[src/rtl/sogm_pkg.sv]
/*
 package of the safety output gating monitor: timing counts, register map,
 diagnostics command codes, state enums and pin structs.
 assumes a 250 MHz system clock.
*/
package sogm_pkg;
   // timing
   localparam int CLK_NS = 4;
   localparam int STARTUP_NS = 1000;
   localparam int STARTUP_CYC = (STARTUP_NS + CLK_NS - 1) / CLK_NS;
   localparam int DIAG_BIT_NS = 8000;
   localparam int DIAG_BIT_CYC = DIAG_BIT_NS / CLK_NS;
   localparam logic [11:0] TMR_FULL = 12'(DIAG_BIT_CYC - 1);
   localparam logic [11:0] TMR_HALF = 12'(DIAG_BIT_CYC / 2 - 1);
   localparam logic [7:0] START_DONE = 8'(STARTUP_CYC);
   localparam int FAST_BIT = 21;
   localparam int SLOW_BIT = 24;
   // register map, byte addresses
   localparam logic [7:0] ADDR_CTRL = 8'h00;
   localparam logic [7:0] ADDR_STATUS = 8'h04;
   localparam logic [7:0] ADDR_IRQ_STAT = 8'h08;
   localparam logic [7:0] ADDR_IRQ_MASK = 8'h0C;
   localparam logic [7:0] ADDR_TEACH = 8'h10;
   localparam logic [7:0] ADDR_NAME = 8'h14;
   localparam logic [7:0] ADDR_SERIAL = 8'h18;
   // interrupt bits
   localparam int IRQ_UNEQUAL = 0;
   localparam int IRQ_LOCK = 1;
   localparam int IRQ_ACT = 2;
   localparam int IRQ_DIAG = 3;
   // reset values; serial value is arbitrary
   localparam logic [15:0] TEACH_RESET = 16'h0020;
   localparam logic [15:0] SERIAL_NUM = 16'h1234;
   // diagnostics commands
   localparam logic [7:0] CMD_STATUS = 8'h01;
   localparam logic [7:0] CMD_SERIAL = 8'h02;
   localparam logic [7:0] CMD_TEACH = 8'h03;
   localparam logic [7:0] CMD_NAME = 8'h04;
   localparam logic [3:0] RX_LAST = 4'h7;
   localparam logic [4:0] TX_LAST = 5'h11;
   // bus answers
   localparam logic [1:0] RESP_OKAY = 2'b00;
   localparam logic [1:0] RESP_SLVERR = 2'b10;

   typedef enum logic [1:0] {PL_NORMAL, PL_UNEQUAL, PL_LOCK} sogm_pl_e;
   typedef enum logic [1:0] {RX_IDLE, RX_START, RX_DATA} sogm_rx_e;

   typedef struct packed {
      logic diag_input;
      logic safety_input_two;
      logic safety_input_one;
      logic actuator_detect;
   } sogm_pins_in_s;

   typedef struct packed {
      logic status_diag_output;
      logic safety_out_two;
      logic safety_out_one;
   } sogm_pins_out_s;

   typedef struct packed {
      logic input_yellow;
      logic device_red;
      logic device_green;
   } sogm_leds_s;
endpackage

[src/rtl/sogm_top.sv]
/*
 safety output gating monitor: dual-channel output gating, input
 plausibility checking, diagnostics link and an axi4-lite register slave.
 assumes pins are asynchronous to clk_sys and the bus is on clk_sys.
*/
// The implementer's own choices: the AXI4-Lite interface to the registers and the address map.
// Functional notes
// - with actuator present each output copies its own input channel
// - actuator absent forces both outputs low
// - mapping only applies once the device is ready (green)
// - one input falls while other high: unequal state, fast yellow, red
// - fallen input returns high: plausibility error, partial lock, yellow, red
// - rising edge accepted only after both inputs were low together
// - without diagnostics, status output shows actuator presence
// - diagnostic input enabled on module attach, ignored otherwise
// - with module attached, status output carries transmit data
// - diagnostics link rebuilt after every power-up
// - serial number and remaining teach-ins readable over the link
// - status word tells switching and open-circuit location
// - on request, return the taught actuator name
`timescale 1ns/1ps
module sogm_top (
   // clock and reset
   input wire logic clk_sys,
   input wire logic rst,
   // pins
   input sogm_pkg::sogm_pins_in_s pins_in,
   output sogm_pkg::sogm_pins_out_s pins_out,
   output sogm_pkg::sogm_leds_s leds,
   output logic irq,
   // axi4-lite write
   input wire logic [7:0] s_axi_awaddr,
   input wire logic s_axi_awvalid,
   output logic s_axi_awready,
   input wire logic [31:0] s_axi_wdata,
   input wire logic [3:0] s_axi_wstrb,
   input wire logic s_axi_wvalid,
   output logic s_axi_wready,
   output logic [1:0] s_axi_bresp,
   output logic s_axi_bvalid,
   input wire logic s_axi_bready,
   // axi4-lite read
   input wire logic [7:0] s_axi_araddr,
   input wire logic s_axi_arvalid,
   output logic s_axi_arready,
   output logic [31:0] s_axi_rdata,
   output logic [1:0] s_axi_rresp,
   output logic s_axi_rvalid,
   input wire logic s_axi_rready
);
   typedef struct packed {
      logic [3:0] sync1;
      logic [3:0] sync2;
      logic [3:0] prev;
      logic [7:0] start_cnt;
      logic ready;
      sogm_pkg::sogm_pl_e pl;
      logic fell_two;
      logic attached;
      sogm_pkg::sogm_rx_e rx;
      logic [11:0] rx_tmr;
      logic [3:0] rx_cnt;
      logic [7:0] rx_sh;
      logic tx_busy;
      logic [11:0] tx_tmr;
      logic [4:0] tx_cnt;
      logic [17:0] tx_sh;
      logic [24:0] blink;
      sogm_pkg::sogm_pins_out_s pout;
      sogm_pkg::sogm_leds_s leds;
      logic run;
      logic [3:0] irq_st;
      logic [3:0] irq_mask;
      logic [15:0] teach;
      logic [15:0] name;
      logic irq;
      logic awready;
      logic wready;
      logic bvalid;
      logic [1:0] bresp;
      logic arready;
      logic rvalid;
      logic [1:0] rresp;
      logic [31:0] rdata;
      logic aw_got;
      logic w_got;
      logic [7:0] awaddr;
      logic [31:0] wdata;
      logic [3:0] wstrb;
   } sogm_state_s;

   sogm_state_s s;
   sogm_state_s next_s;

   // byte-lane merge, shared by every writable register
   function automatic logic [31:0] sogm_merge(input logic [31:0] old, input logic [31:0] d,
                                              input logic [3:0] strb);
      logic [31:0] r;
      r = old;
      for (int i = 0; i < 4; i++) begin
         if (strb[i]) begin
            r[i*8 +: 8] = d[i*8 +: 8];
         end
      end
      return r;
   endfunction

   // whole next-state computation
   always_comb begin
      logic act, i1, i2, dg, p1, p2, gate, cmd_done;
      logic [7:0] cmd;
      logic [15:0] word;
      logic [3:0] ev;
      logic [31:0] wr;
      next_s = s;
      act = s.sync2[0];
      i1 = s.sync2[1];
      i2 = s.sync2[2];
      dg = s.sync2[3];
      p1 = s.prev[1];
      p2 = s.prev[2];
      cmd_done = 1'b0;
      gate = 1'b0;
      ev = 4'h0;
      cmd = {dg, s.rx_sh[7:1]};
      word = 16'h0000;
      wr = 32'h0000_0000;
      // first stage feeds only the second stage
      next_s.sync1 = pins_in;
      next_s.sync2 = s.sync1;
      next_s.prev = s.sync2;
      // ready after the startup wait and while enabled
      if (s.start_cnt != sogm_pkg::START_DONE) begin
         next_s.start_cnt = s.start_cnt + 8'h01;
      end
      next_s.ready = s.run && (s.start_cnt == sogm_pkg::START_DONE);
      // plausibility of the two channels
      case (s.pl)
         sogm_pkg::PL_NORMAL: begin
            if (p1 && !i1 && i2) begin
               next_s.pl = sogm_pkg::PL_UNEQUAL;
               next_s.fell_two = 1'b0;
            end else if (p2 && !i2 && i1) begin
               next_s.pl = sogm_pkg::PL_UNEQUAL;
               next_s.fell_two = 1'b1;
            end
         end
         sogm_pkg::PL_UNEQUAL: begin
            if (!i1 && !i2) begin
               next_s.pl = sogm_pkg::PL_NORMAL;
            end else if (s.fell_two ? (!p2 && i2 && i1) : (!p1 && i1 && i2)) begin
               next_s.pl = sogm_pkg::PL_LOCK;
            end
         end
         sogm_pkg::PL_LOCK: begin
            if (!i1 && !i2) begin
               next_s.pl = sogm_pkg::PL_NORMAL;
            end
         end
         default: next_s.pl = sogm_pkg::PL_NORMAL;
      endcase
      // gating; the fallen channel stays low so a re-rise never leaks out
      gate = s.ready && act && (s.pl != sogm_pkg::PL_LOCK);
      next_s.pout.safety_out_one = gate && i1 && !(s.pl == sogm_pkg::PL_UNEQUAL && !s.fell_two);
      next_s.pout.safety_out_two = gate && i2 && !(s.pl == sogm_pkg::PL_UNEQUAL && s.fell_two);
      // attach on first falling edge of the idle-high diag line
      if (!s.attached && s.prev[3] && !dg) begin
         next_s.attached = 1'b1;
      end
      // status output: plain presence or serial transmit data
      if (!s.attached) begin
         next_s.pout.status_diag_output = act;
      end else begin
         next_s.pout.status_diag_output = s.tx_busy ? s.tx_sh[0] : 1'b1;
      end
      // command receiver, start bit sampled mid-bit, lsb first
      case (s.rx)
         sogm_pkg::RX_IDLE: begin
            if (s.attached && s.prev[3] && !dg) begin
               next_s.rx = sogm_pkg::RX_START;
               next_s.rx_tmr = sogm_pkg::TMR_HALF;
            end
         end
         sogm_pkg::RX_START: begin
            if (s.rx_tmr == 12'h000) begin
               next_s.rx = dg ? sogm_pkg::RX_IDLE : sogm_pkg::RX_DATA;
               next_s.rx_tmr = sogm_pkg::TMR_FULL;
               next_s.rx_cnt = 4'h0;
            end else begin
               next_s.rx_tmr = s.rx_tmr - 12'h001;
            end
         end
         sogm_pkg::RX_DATA: begin
            if (s.rx_tmr == 12'h000) begin
               next_s.rx_sh = cmd;
               next_s.rx_tmr = sogm_pkg::TMR_FULL;
               next_s.rx_cnt = s.rx_cnt + 4'h1;
               if (s.rx_cnt == sogm_pkg::RX_LAST) begin
                  next_s.rx = sogm_pkg::RX_IDLE;
                  cmd_done = 1'b1;
               end
            end else begin
               next_s.rx_tmr = s.rx_tmr - 12'h001;
            end
         end
         default: next_s.rx = sogm_pkg::RX_IDLE;
      endcase
      // answer selection; a command during a reply is dropped
      case (cmd)
         sogm_pkg::CMD_STATUS: word = {9'h000, s.pl == sogm_pkg::PL_LOCK, s.pl == sogm_pkg::PL_UNEQUAL,
                                       s.pout.safety_out_two, s.pout.safety_out_one, i2, i1, act};
         sogm_pkg::CMD_SERIAL: word = sogm_pkg::SERIAL_NUM;
         sogm_pkg::CMD_TEACH: word = s.teach;
         sogm_pkg::CMD_NAME: word = s.name;
         default: word = 16'h0000;
      endcase
      // transmitter: start low, 16 data bits lsb first, stop high
      if (s.tx_busy) begin
         if (s.tx_tmr == 12'h000) begin
            next_s.tx_sh = {1'b1, s.tx_sh[17:1]};
            next_s.tx_tmr = sogm_pkg::TMR_FULL;
            next_s.tx_cnt = s.tx_cnt + 5'h01;
            if (s.tx_cnt == sogm_pkg::TX_LAST) begin
               next_s.tx_busy = 1'b0;
            end
         end else begin
            next_s.tx_tmr = s.tx_tmr - 12'h001;
         end
      end else if (cmd_done) begin
         next_s.tx_busy = 1'b1;
         next_s.tx_sh = {1'b1, word, 1'b0};
         next_s.tx_tmr = sogm_pkg::TMR_FULL;
         next_s.tx_cnt = 5'h00;
      end
      // indicators
      next_s.blink = s.blink + 25'h000_0001;
      next_s.leds.device_green = s.ready && (s.pl == sogm_pkg::PL_NORMAL);
      next_s.leds.device_red = (s.pl != sogm_pkg::PL_NORMAL) && s.blink[sogm_pkg::SLOW_BIT];
      case (s.pl)
         sogm_pkg::PL_UNEQUAL: next_s.leds.input_yellow = s.blink[sogm_pkg::FAST_BIT];
         sogm_pkg::PL_LOCK: next_s.leds.input_yellow = s.blink[sogm_pkg::SLOW_BIT];
         default: next_s.leds.input_yellow = i1 && i2;
      endcase
      // sticky events; an event in the clearing read's cycle survives
      ev[sogm_pkg::IRQ_UNEQUAL] = (s.pl == sogm_pkg::PL_NORMAL) && (next_s.pl == sogm_pkg::PL_UNEQUAL);
      ev[sogm_pkg::IRQ_LOCK] = (s.pl != sogm_pkg::PL_LOCK) && (next_s.pl == sogm_pkg::PL_LOCK);
      ev[sogm_pkg::IRQ_ACT] = act != s.prev[0];
      ev[sogm_pkg::IRQ_DIAG] = cmd_done;
      next_s.irq_st = s.irq_st | ev;
      // read channel
      if (s.arready && s_axi_arvalid) begin
         next_s.arready = 1'b0;
         next_s.rvalid = 1'b1;
         next_s.rresp = sogm_pkg::RESP_OKAY;
         case (s_axi_araddr)
            sogm_pkg::ADDR_CTRL: next_s.rdata = {31'h0000_0000, s.run};
            sogm_pkg::ADDR_STATUS: next_s.rdata = {21'h00_0000, s.attached, s.pl == sogm_pkg::PL_LOCK,
                                                  s.pl == sogm_pkg::PL_UNEQUAL, s.ready, s.pout, s.sync2};
            sogm_pkg::ADDR_IRQ_STAT: begin
               next_s.rdata = {28'h000_0000, s.irq_st};
               next_s.irq_st = ev;
            end
            sogm_pkg::ADDR_IRQ_MASK: next_s.rdata = {28'h000_0000, s.irq_mask};
            sogm_pkg::ADDR_TEACH: next_s.rdata = {16'h0000, s.teach};
            sogm_pkg::ADDR_NAME: next_s.rdata = {16'h0000, s.name};
            sogm_pkg::ADDR_SERIAL: next_s.rdata = {16'h0000, sogm_pkg::SERIAL_NUM};
            default: begin
               next_s.rdata = 32'h0000_0000;
               next_s.rresp = sogm_pkg::RESP_SLVERR;
            end
         endcase
      end
      if (s.rvalid && s_axi_rready) begin
         next_s.rvalid = 1'b0;
         next_s.arready = 1'b1;
      end
      // write channel: address and data in either order
      if (s.awready && s_axi_awvalid) begin
         next_s.aw_got = 1'b1;
         next_s.awaddr = s_axi_awaddr;
      end
      if (s.wready && s_axi_wvalid) begin
         next_s.w_got = 1'b1;
         next_s.wdata = s_axi_wdata;
         next_s.wstrb = s_axi_wstrb;
      end
      if (s.aw_got && s.w_got) begin
         next_s.aw_got = 1'b0;
         next_s.w_got = 1'b0;
         next_s.bvalid = 1'b1;
         next_s.bresp = sogm_pkg::RESP_OKAY;
         case (s.awaddr)
            sogm_pkg::ADDR_CTRL: begin
               wr = sogm_merge({31'h0000_0000, s.run}, s.wdata, s.wstrb);
               next_s.run = wr[0];
            end
            sogm_pkg::ADDR_IRQ_MASK: begin
               wr = sogm_merge({28'h000_0000, s.irq_mask}, s.wdata, s.wstrb);
               next_s.irq_mask = wr[3:0];
            end
            sogm_pkg::ADDR_TEACH: begin
               wr = sogm_merge({16'h0000, s.teach}, s.wdata, s.wstrb);
               next_s.teach = wr[15:0];
            end
            sogm_pkg::ADDR_NAME: begin
               wr = sogm_merge({16'h0000, s.name}, s.wdata, s.wstrb);
               next_s.name = wr[15:0];
            end
            sogm_pkg::ADDR_STATUS, sogm_pkg::ADDR_IRQ_STAT, sogm_pkg::ADDR_SERIAL: wr = 32'h0000_0000;
            default: next_s.bresp = sogm_pkg::RESP_SLVERR;
         endcase
      end
      if (s.bvalid && s_axi_bready) begin
         next_s.bvalid = 1'b0;
      end
      next_s.awready = !next_s.aw_got && !next_s.bvalid;
      next_s.wready = !next_s.w_got && !next_s.bvalid;
      next_s.arready = !next_s.rvalid; // reset leaves it low, so reads must reopen here
      next_s.irq = |(next_s.irq_st & next_s.irq_mask);
   end

   // state register; power-up clears the link so it rebuilds
   always_ff @(posedge clk_sys) begin
      if (rst) begin
         s <= '0;
         s.run <= 1'b1;
         s.teach <= sogm_pkg::TEACH_RESET;
      end else begin
         s <= next_s;
      end
   end

   // outputs straight from the state register
   assign pins_out = s.pout;
   assign leds = s.leds;
   assign irq = s.irq;
   assign s_axi_awready = s.awready;
   assign s_axi_wready = s.wready;
   assign s_axi_bvalid = s.bvalid;
   assign s_axi_bresp = s.bresp;
   assign s_axi_arready = s.arready;
   assign s_axi_rvalid = s.rvalid;
   assign s_axi_rresp = s.rresp;
   assign s_axi_rdata = s.rdata;
endmodule

[config.mk]
export PLATFORM = sky130hd
export DESIGN_NAME = sogm_top
export DESIGN_NICKNAME = d
export VERILOG_FILES = /design/src/rtl/sogm_pkg.sv /design/src/rtl/sogm_top.sv
export SDC_FILE = /design/constraint.sdc
export NUM_CORES = 1
export LEC_CHECK = 0
export ABC_AREA = 1
export BUFFER_PORTS_ARGS = -buffer_cell sky130_fd_sc_hd__buf_4
export CORE_MARGIN = 2
export CORE_UTILIZATION = 53
export DETAILED_ROUTE_END_ITERATION = 10
export PLACE_DENSITY = 0.85
export SKIP_LAST_GASP = 1
export SYNTH_ARGS = -nofsm -noshare
export SYNTH_HDL_FRONTEND = slang
export SYNTH_SLANG_ARGS = --single-unit
export TNS_END_PERCENT = 50
[constraint.sdc]
create_clock -name clk_sys -period 1.74 [get_ports clk_sys]
set_input_delay 0.174 -clock clk_sys [delete_from_list [all_inputs] [get_ports clk_sys]]
set_output_delay 0.174 -clock clk_sys [all_outputs]
set_load 0.1 [all_outputs]
After elaboration in Yosys (flattened, before gate mapping)
Cells that the tools add are included.
{ "classes": {"reduce_logical": 74, "bitwise": 2, "n_addsub": 6, "mux": 52, "eq_ne": 33} }
{ "ops": {"columns": ["op", "n"], "rows": [
  ["$pmux 16 s7", 1],
  ["$mux 36", 3],
  ["$pmux 16 s4", 1],
  ["$eq 8x5->1 const B", 6],
  ["$mux 12", 3],
  ["$logic_and 1x1->1", 35],
  ["$mux 35", 1],
  ["$eq 8x4->1 const B", 4],
  ["$mux 16", 2],
  ["$mux 8", 4],
  ["$add 25x1->25 const B", 1],
  ["$eq 8x3->1 const B", 3],
  ["$logic_not 12->1", 2],
  ["$pmux 12 s2", 1],
  ["$sub 12x1->12 const B", 2],
  ["$mux 23", 1],
  ["$mux 2", 10],
  ["$mux 4", 5],
  ["$reduce_and 3->1", 6],
  ["$eq 8x2->1 const B", 2],
  ["$logic_not 8->1", 2],
  ["$mux 14", 1],
  ["$reduce_or 7->1", 2],
  ["$logic_not 1->1", 13],
  ["other kinds (26)", 56]
]} }
{ "word_totals": {"inputBits": 63, "ff_bits": 229, "elab_cells": 211, "output_inout_bits": 48} }

Depth between registers and ports, before layout
{ "logic_depth": {"word_depth": 14, "mapped_depth": 14, "mapped_depth_nobuf": 13} }

Worst setup path after synthesis
OpenSTA, ideal clock, no wires.
{ "synth_path": {"path_type": "register to register", "startpoint": "reg s, in the netlist s_axi_arready", "endpoint": "reg s, in the netlist irq", "path_slack_ps": -396, "arrival_time_ps": 2004, "required_time_ps": 1608, "stages_incl_launch_ff": 10, "synth_period_minus_slack_ps": 2136, "setup_time_ps": 132, "n_path_buf": 0, "path_cell_list": "dfxtp_1 nand2_1 clkinv_1 nand3_1 nand2_1 nand2_1 nand2_1 nand2_1 a21oi_1 a21oi_1"} }
{ "synth_between": {"elab_chain_len": 4} }
{ "synth_rtl": {"columns": ["element", "line", "source"], "rows": [
  ["start, declared", "sogm_top.sv:92", "sogm_state_s s;"],
  ["start signal, assigned", "sogm_top.sv:329", "s <= next_s;"],
  ["$logic_and 1x1->1", "sogm_top.sv:251", "if (s.arready && s_axi_arvalid) begin"],
  ["$mux 4", "sogm_top.sv:251", null],
  ["$and 4x4->4", "sogm_top.sv:319", "next_s.irq = |(next_s.irq_st & next_s.irq_mask);"],
  ["$reduce_or 4->1", "sogm_top.sv:319", null]
]} }
No other way between the ends.
A chain may end at the register's enable or synchronous reset.

Final worst setup path
{ "layout_path": {"startpoint": "reg s[209] in the netlist's numbering", "endpoint": "reg s[172] in the netlist's numbering"} }
{ "layout_between": {"elab_chain_len": 5} }
{ "layout_rtl": {"columns": ["element", "line", "source"], "rows": [
  ["$logic_not 12->1", "sogm_top.sv:194", "if (s.rx_tmr == 12'h000) begin"],
  ["$mux 1", "sogm_top.sv:194", null],
  ["$mux 1", "sogm_top.sv:177", "case (s.rx)"],
  ["$reduce_bool 2->1 (no line)", null, null],
  ["$reduce_and 2->1 (no line)", null, null]
]} }
No other way between the ends.

==> impl_metrics.csv <==
group,metric,value,unit
power_and_ir_drop,power.total,13400,uW
detailed_routing,drtIter0Drc,758,
floorplan,die-height,140,microns
synthesis,ys_seq_elements,210,
critical_path,crit_family,"simple AND/OR/NAND/NOR gates",
finish,diodes,0,
finish,filler_cell_count,1418,
min_path,hold_path.class,"in2reg",
critical_path,path_class,"reg2reg",
detailed_routing,detail_route.wl_per_cell,14.1,microns
critical_path,crit_buf_inv,4,
sta,min_period,1.76,ns
finish,layout.nets,1584,
critical_path,crit_path_max_fanout,6,
floorplan,io_pins,111,
floorplan,fp.coreArea,0.0180,sq mm
grt,grt_pass1_vias,8858,
grt,grtUsageTotal,0.239,
run_status,status,"complete, but fails checks",
finish,fin_area,0.0121,sq mm
sta,skew,0.0126,ns
detailed_routing,num_vias,9368,
flow_run,maxCapViolCount,0,
cts,clockBufferDepth,3,
cts,cts_root_buf,"clkbuf_16",
finish,ff_latch_area,0.00421,sq mm
cts,clock_latency,0.50,ns
finish,multi_input_area,0.00475,sq mm
detailed_routing,drc,0,
critical_path,worstSetupEndpointType,"flop",
grt,grt_pass1_wl,40200,microns
critical_path,critPathLaunchType,"flop",
critical_path,crit_path_max_incr_delay,0.32,ns
synthesis,netlist_instances,1373,
synthesis,seq_area_frac_synth,0.429,
cts,path_clk_slew,0.06,ns
sta,final.setup.tns,-0.0242,ns
critical_path,critPathSlowestCell,"dfxtp_2",
sta,finalCritPeriodShare,1.01,
cts,numCtsBuffers,22,
sta,rsz0062_at_grt,"true",
critical_path,worstPathRequired,2.15,ns
placed_design,numPortBuffers,74,
floorplan,die_w,140,microns
synthesis,synth-async-reset-ratio,0,
sta,slew_violations,0,
sta,worst_slack,-0.0157,ns
power_and_ir_drop,powerDensity,1100,mW/mm^2
detailed_routing,first_pass_iters,5,
critical_path,crit_path_cell_trace,"inv_2, ha_4, inv_4, nor2_4, nand2_2, nor2_4, nand4_4, nand2_4, nand2_8, clkinv_8, buf_12, o21ai_2, a21oi_1",
finish,layout.cells.most_common,"nand2_1",
synthesis,syn_area,0.00980,sq mm
sta,hold_viol_final,0,
finish,final_cell_mix,"258 x nand2_1, 204 x dfxtp_1, 175 x nor2_1",
run_status,violations,"negative setup slack",
cts,cts.sink_count,210,
power_and_ir_drop,p_leak,0.00508,uW
detailed_routing,drt-total-wl,24700,microns
synthesis,syn_avg_cell_area,7.14,sq um
critical_path,cp.arrival,2.16,ns
grt,grt_max_degree,96,
detailed_routing,ant_nets,0,
floorplan,die_area,0.0196,sq mm
synthesis,ys_types,50,
placed_design,dp_hpwl,16200,microns
finish,syn2layout_area_growth,23.7,%
floorplan,num_rows,49,
critical_path,cp_common_cell,"nor2_4",
placed_design,place_congestion,0.925,
synthesis,synth_edf_count,0,
cts,htreeDepth,1,
floorplan,start_util,0.544,
sta,max_freq,0.570,GHz
finish,final_layout_size_suffix_gt1_frac,0.172,
power_and_ir_drop,vdd_drop_max,0.856,mV
cts,cts_tree,"built",
grt,antenna_found_initial,0,
sta,finalSetupViolCount,2,
finish,final_util,0.673,
grt,grt.overflow.total,0,
placed_design,dpl_cell_area,0.0107,sq mm
synthesis,yosys_warnings,0,
detailed_routing,viasPerCell,5.37,
synthesis,ys.flop_type,"dfxtp_1",
cell families after synthesis:
group / synth area share
AOI/OAI and AO/OA: 0.166
and+or+nand+nor: 0.259
buffers and inverters: 0.110
DFF: 0.429
xor gates and xnor gates: 0.0143
adders and majority gates: 0.0204
other: 0.000383
cell type report:
| class | count | area share |
|---|---|---|
| inverters | 152 | 0.0485 |
| well taps | 229 | 0.0236 |
| repair buffers | 177 | 0.126 |
| clock buffers | 28 | 0.0515 |
| multi-input cells | 942 | 0.392 |
| clock inverters | 7 | 0.0115 |
| flip-flops and latches | 210 | 0.347 |
power by group:
| group | switching (uW) | internal (uW) | total, uW |
|---|---|---|---|
| Sequential | 207 | 5060 | 5270 |
| Clock | 1890 | 3110 | 4990 |
| Combinational | 1920 | 1190 | 3120 |
| Total | 4020 | 9360 | 13400 |
synthesized netlist by cell type, drive strengths merged (16+ instances only):
library cell	n	area, sq um
a21oi	128	641
buf	50	370
clkbuf	36	139
dfxtp	210	4200
ha	16	200
inv	149	559
nand2	266	1020
nand3	60	315
nand4	16	115
nor2	196	778
nor3	24	135
o21ai	131	659
path summary, 6_finish.rpt:
check                  from     endpoint  slack [ns]  depth (start not counted)
max                  s[209]       s[172]       -0.02                         13
max reg2reg          s[209]       s[172]       -0.02                         13
min reg2reg     next_s[239]  next_s[235]        0.41                          2
min          s_axi_wdata[6]        s[10]        0.02                          3
metal layers:
metal,share of wire,vias up,global-route usage
met5,0,-,0
met4,0.022,0,0.0774
met3,0.057,52,0.0345
met2,0.49,326,0.415
met1,0.43,4307,0.309
li1,-,4683,-
worst min-delay path, cell delays in order:
cell	delay (ns)
buf_4	0.07
o21ai_0	0.10
nor2_1	0.12
state kept, by name, indices dropped and copies added, names as in the netlist:
register	count
pins_out	3
next_s	8
s	172
s_axi_awready	1
s_axi_bresp	1
s_axi_wready	1
irq	1
leds	3
s_axi_rvalid	1
s_axi_bvalid	1
s_axi_rdata	16
s_axi_arready	1
s_axi_rresp	1
what timing repair did:
| action | in CTS | in global routing |
|---|---|---|
| buffers inserted | 10 | 3 |
| gates resized for setup | 25 | 43 |
| cloned | 1 | 1 |
| pin swaps | 6 | 14 |
| hold endpoints to repair | 30 | 0 |
| endpoints found under the setup margin | 23 | 54 |
| hold buffers | 30 | 0 |
metrics by stage:
stage               setup slack, ns  hold WS (ns)  std cells
floorplan                   -0.0230         0.281       1390
CTS                       -0.000889        0.0121       1742
finish                      -0.0157        0.0177       1745
detailed placement          -0.0472         0.385       1666
global placement             0.0155         0.386       1666
global route                 -0.113        0.0137       1745
Note: power is estimated with default switching activity, not from simulation.
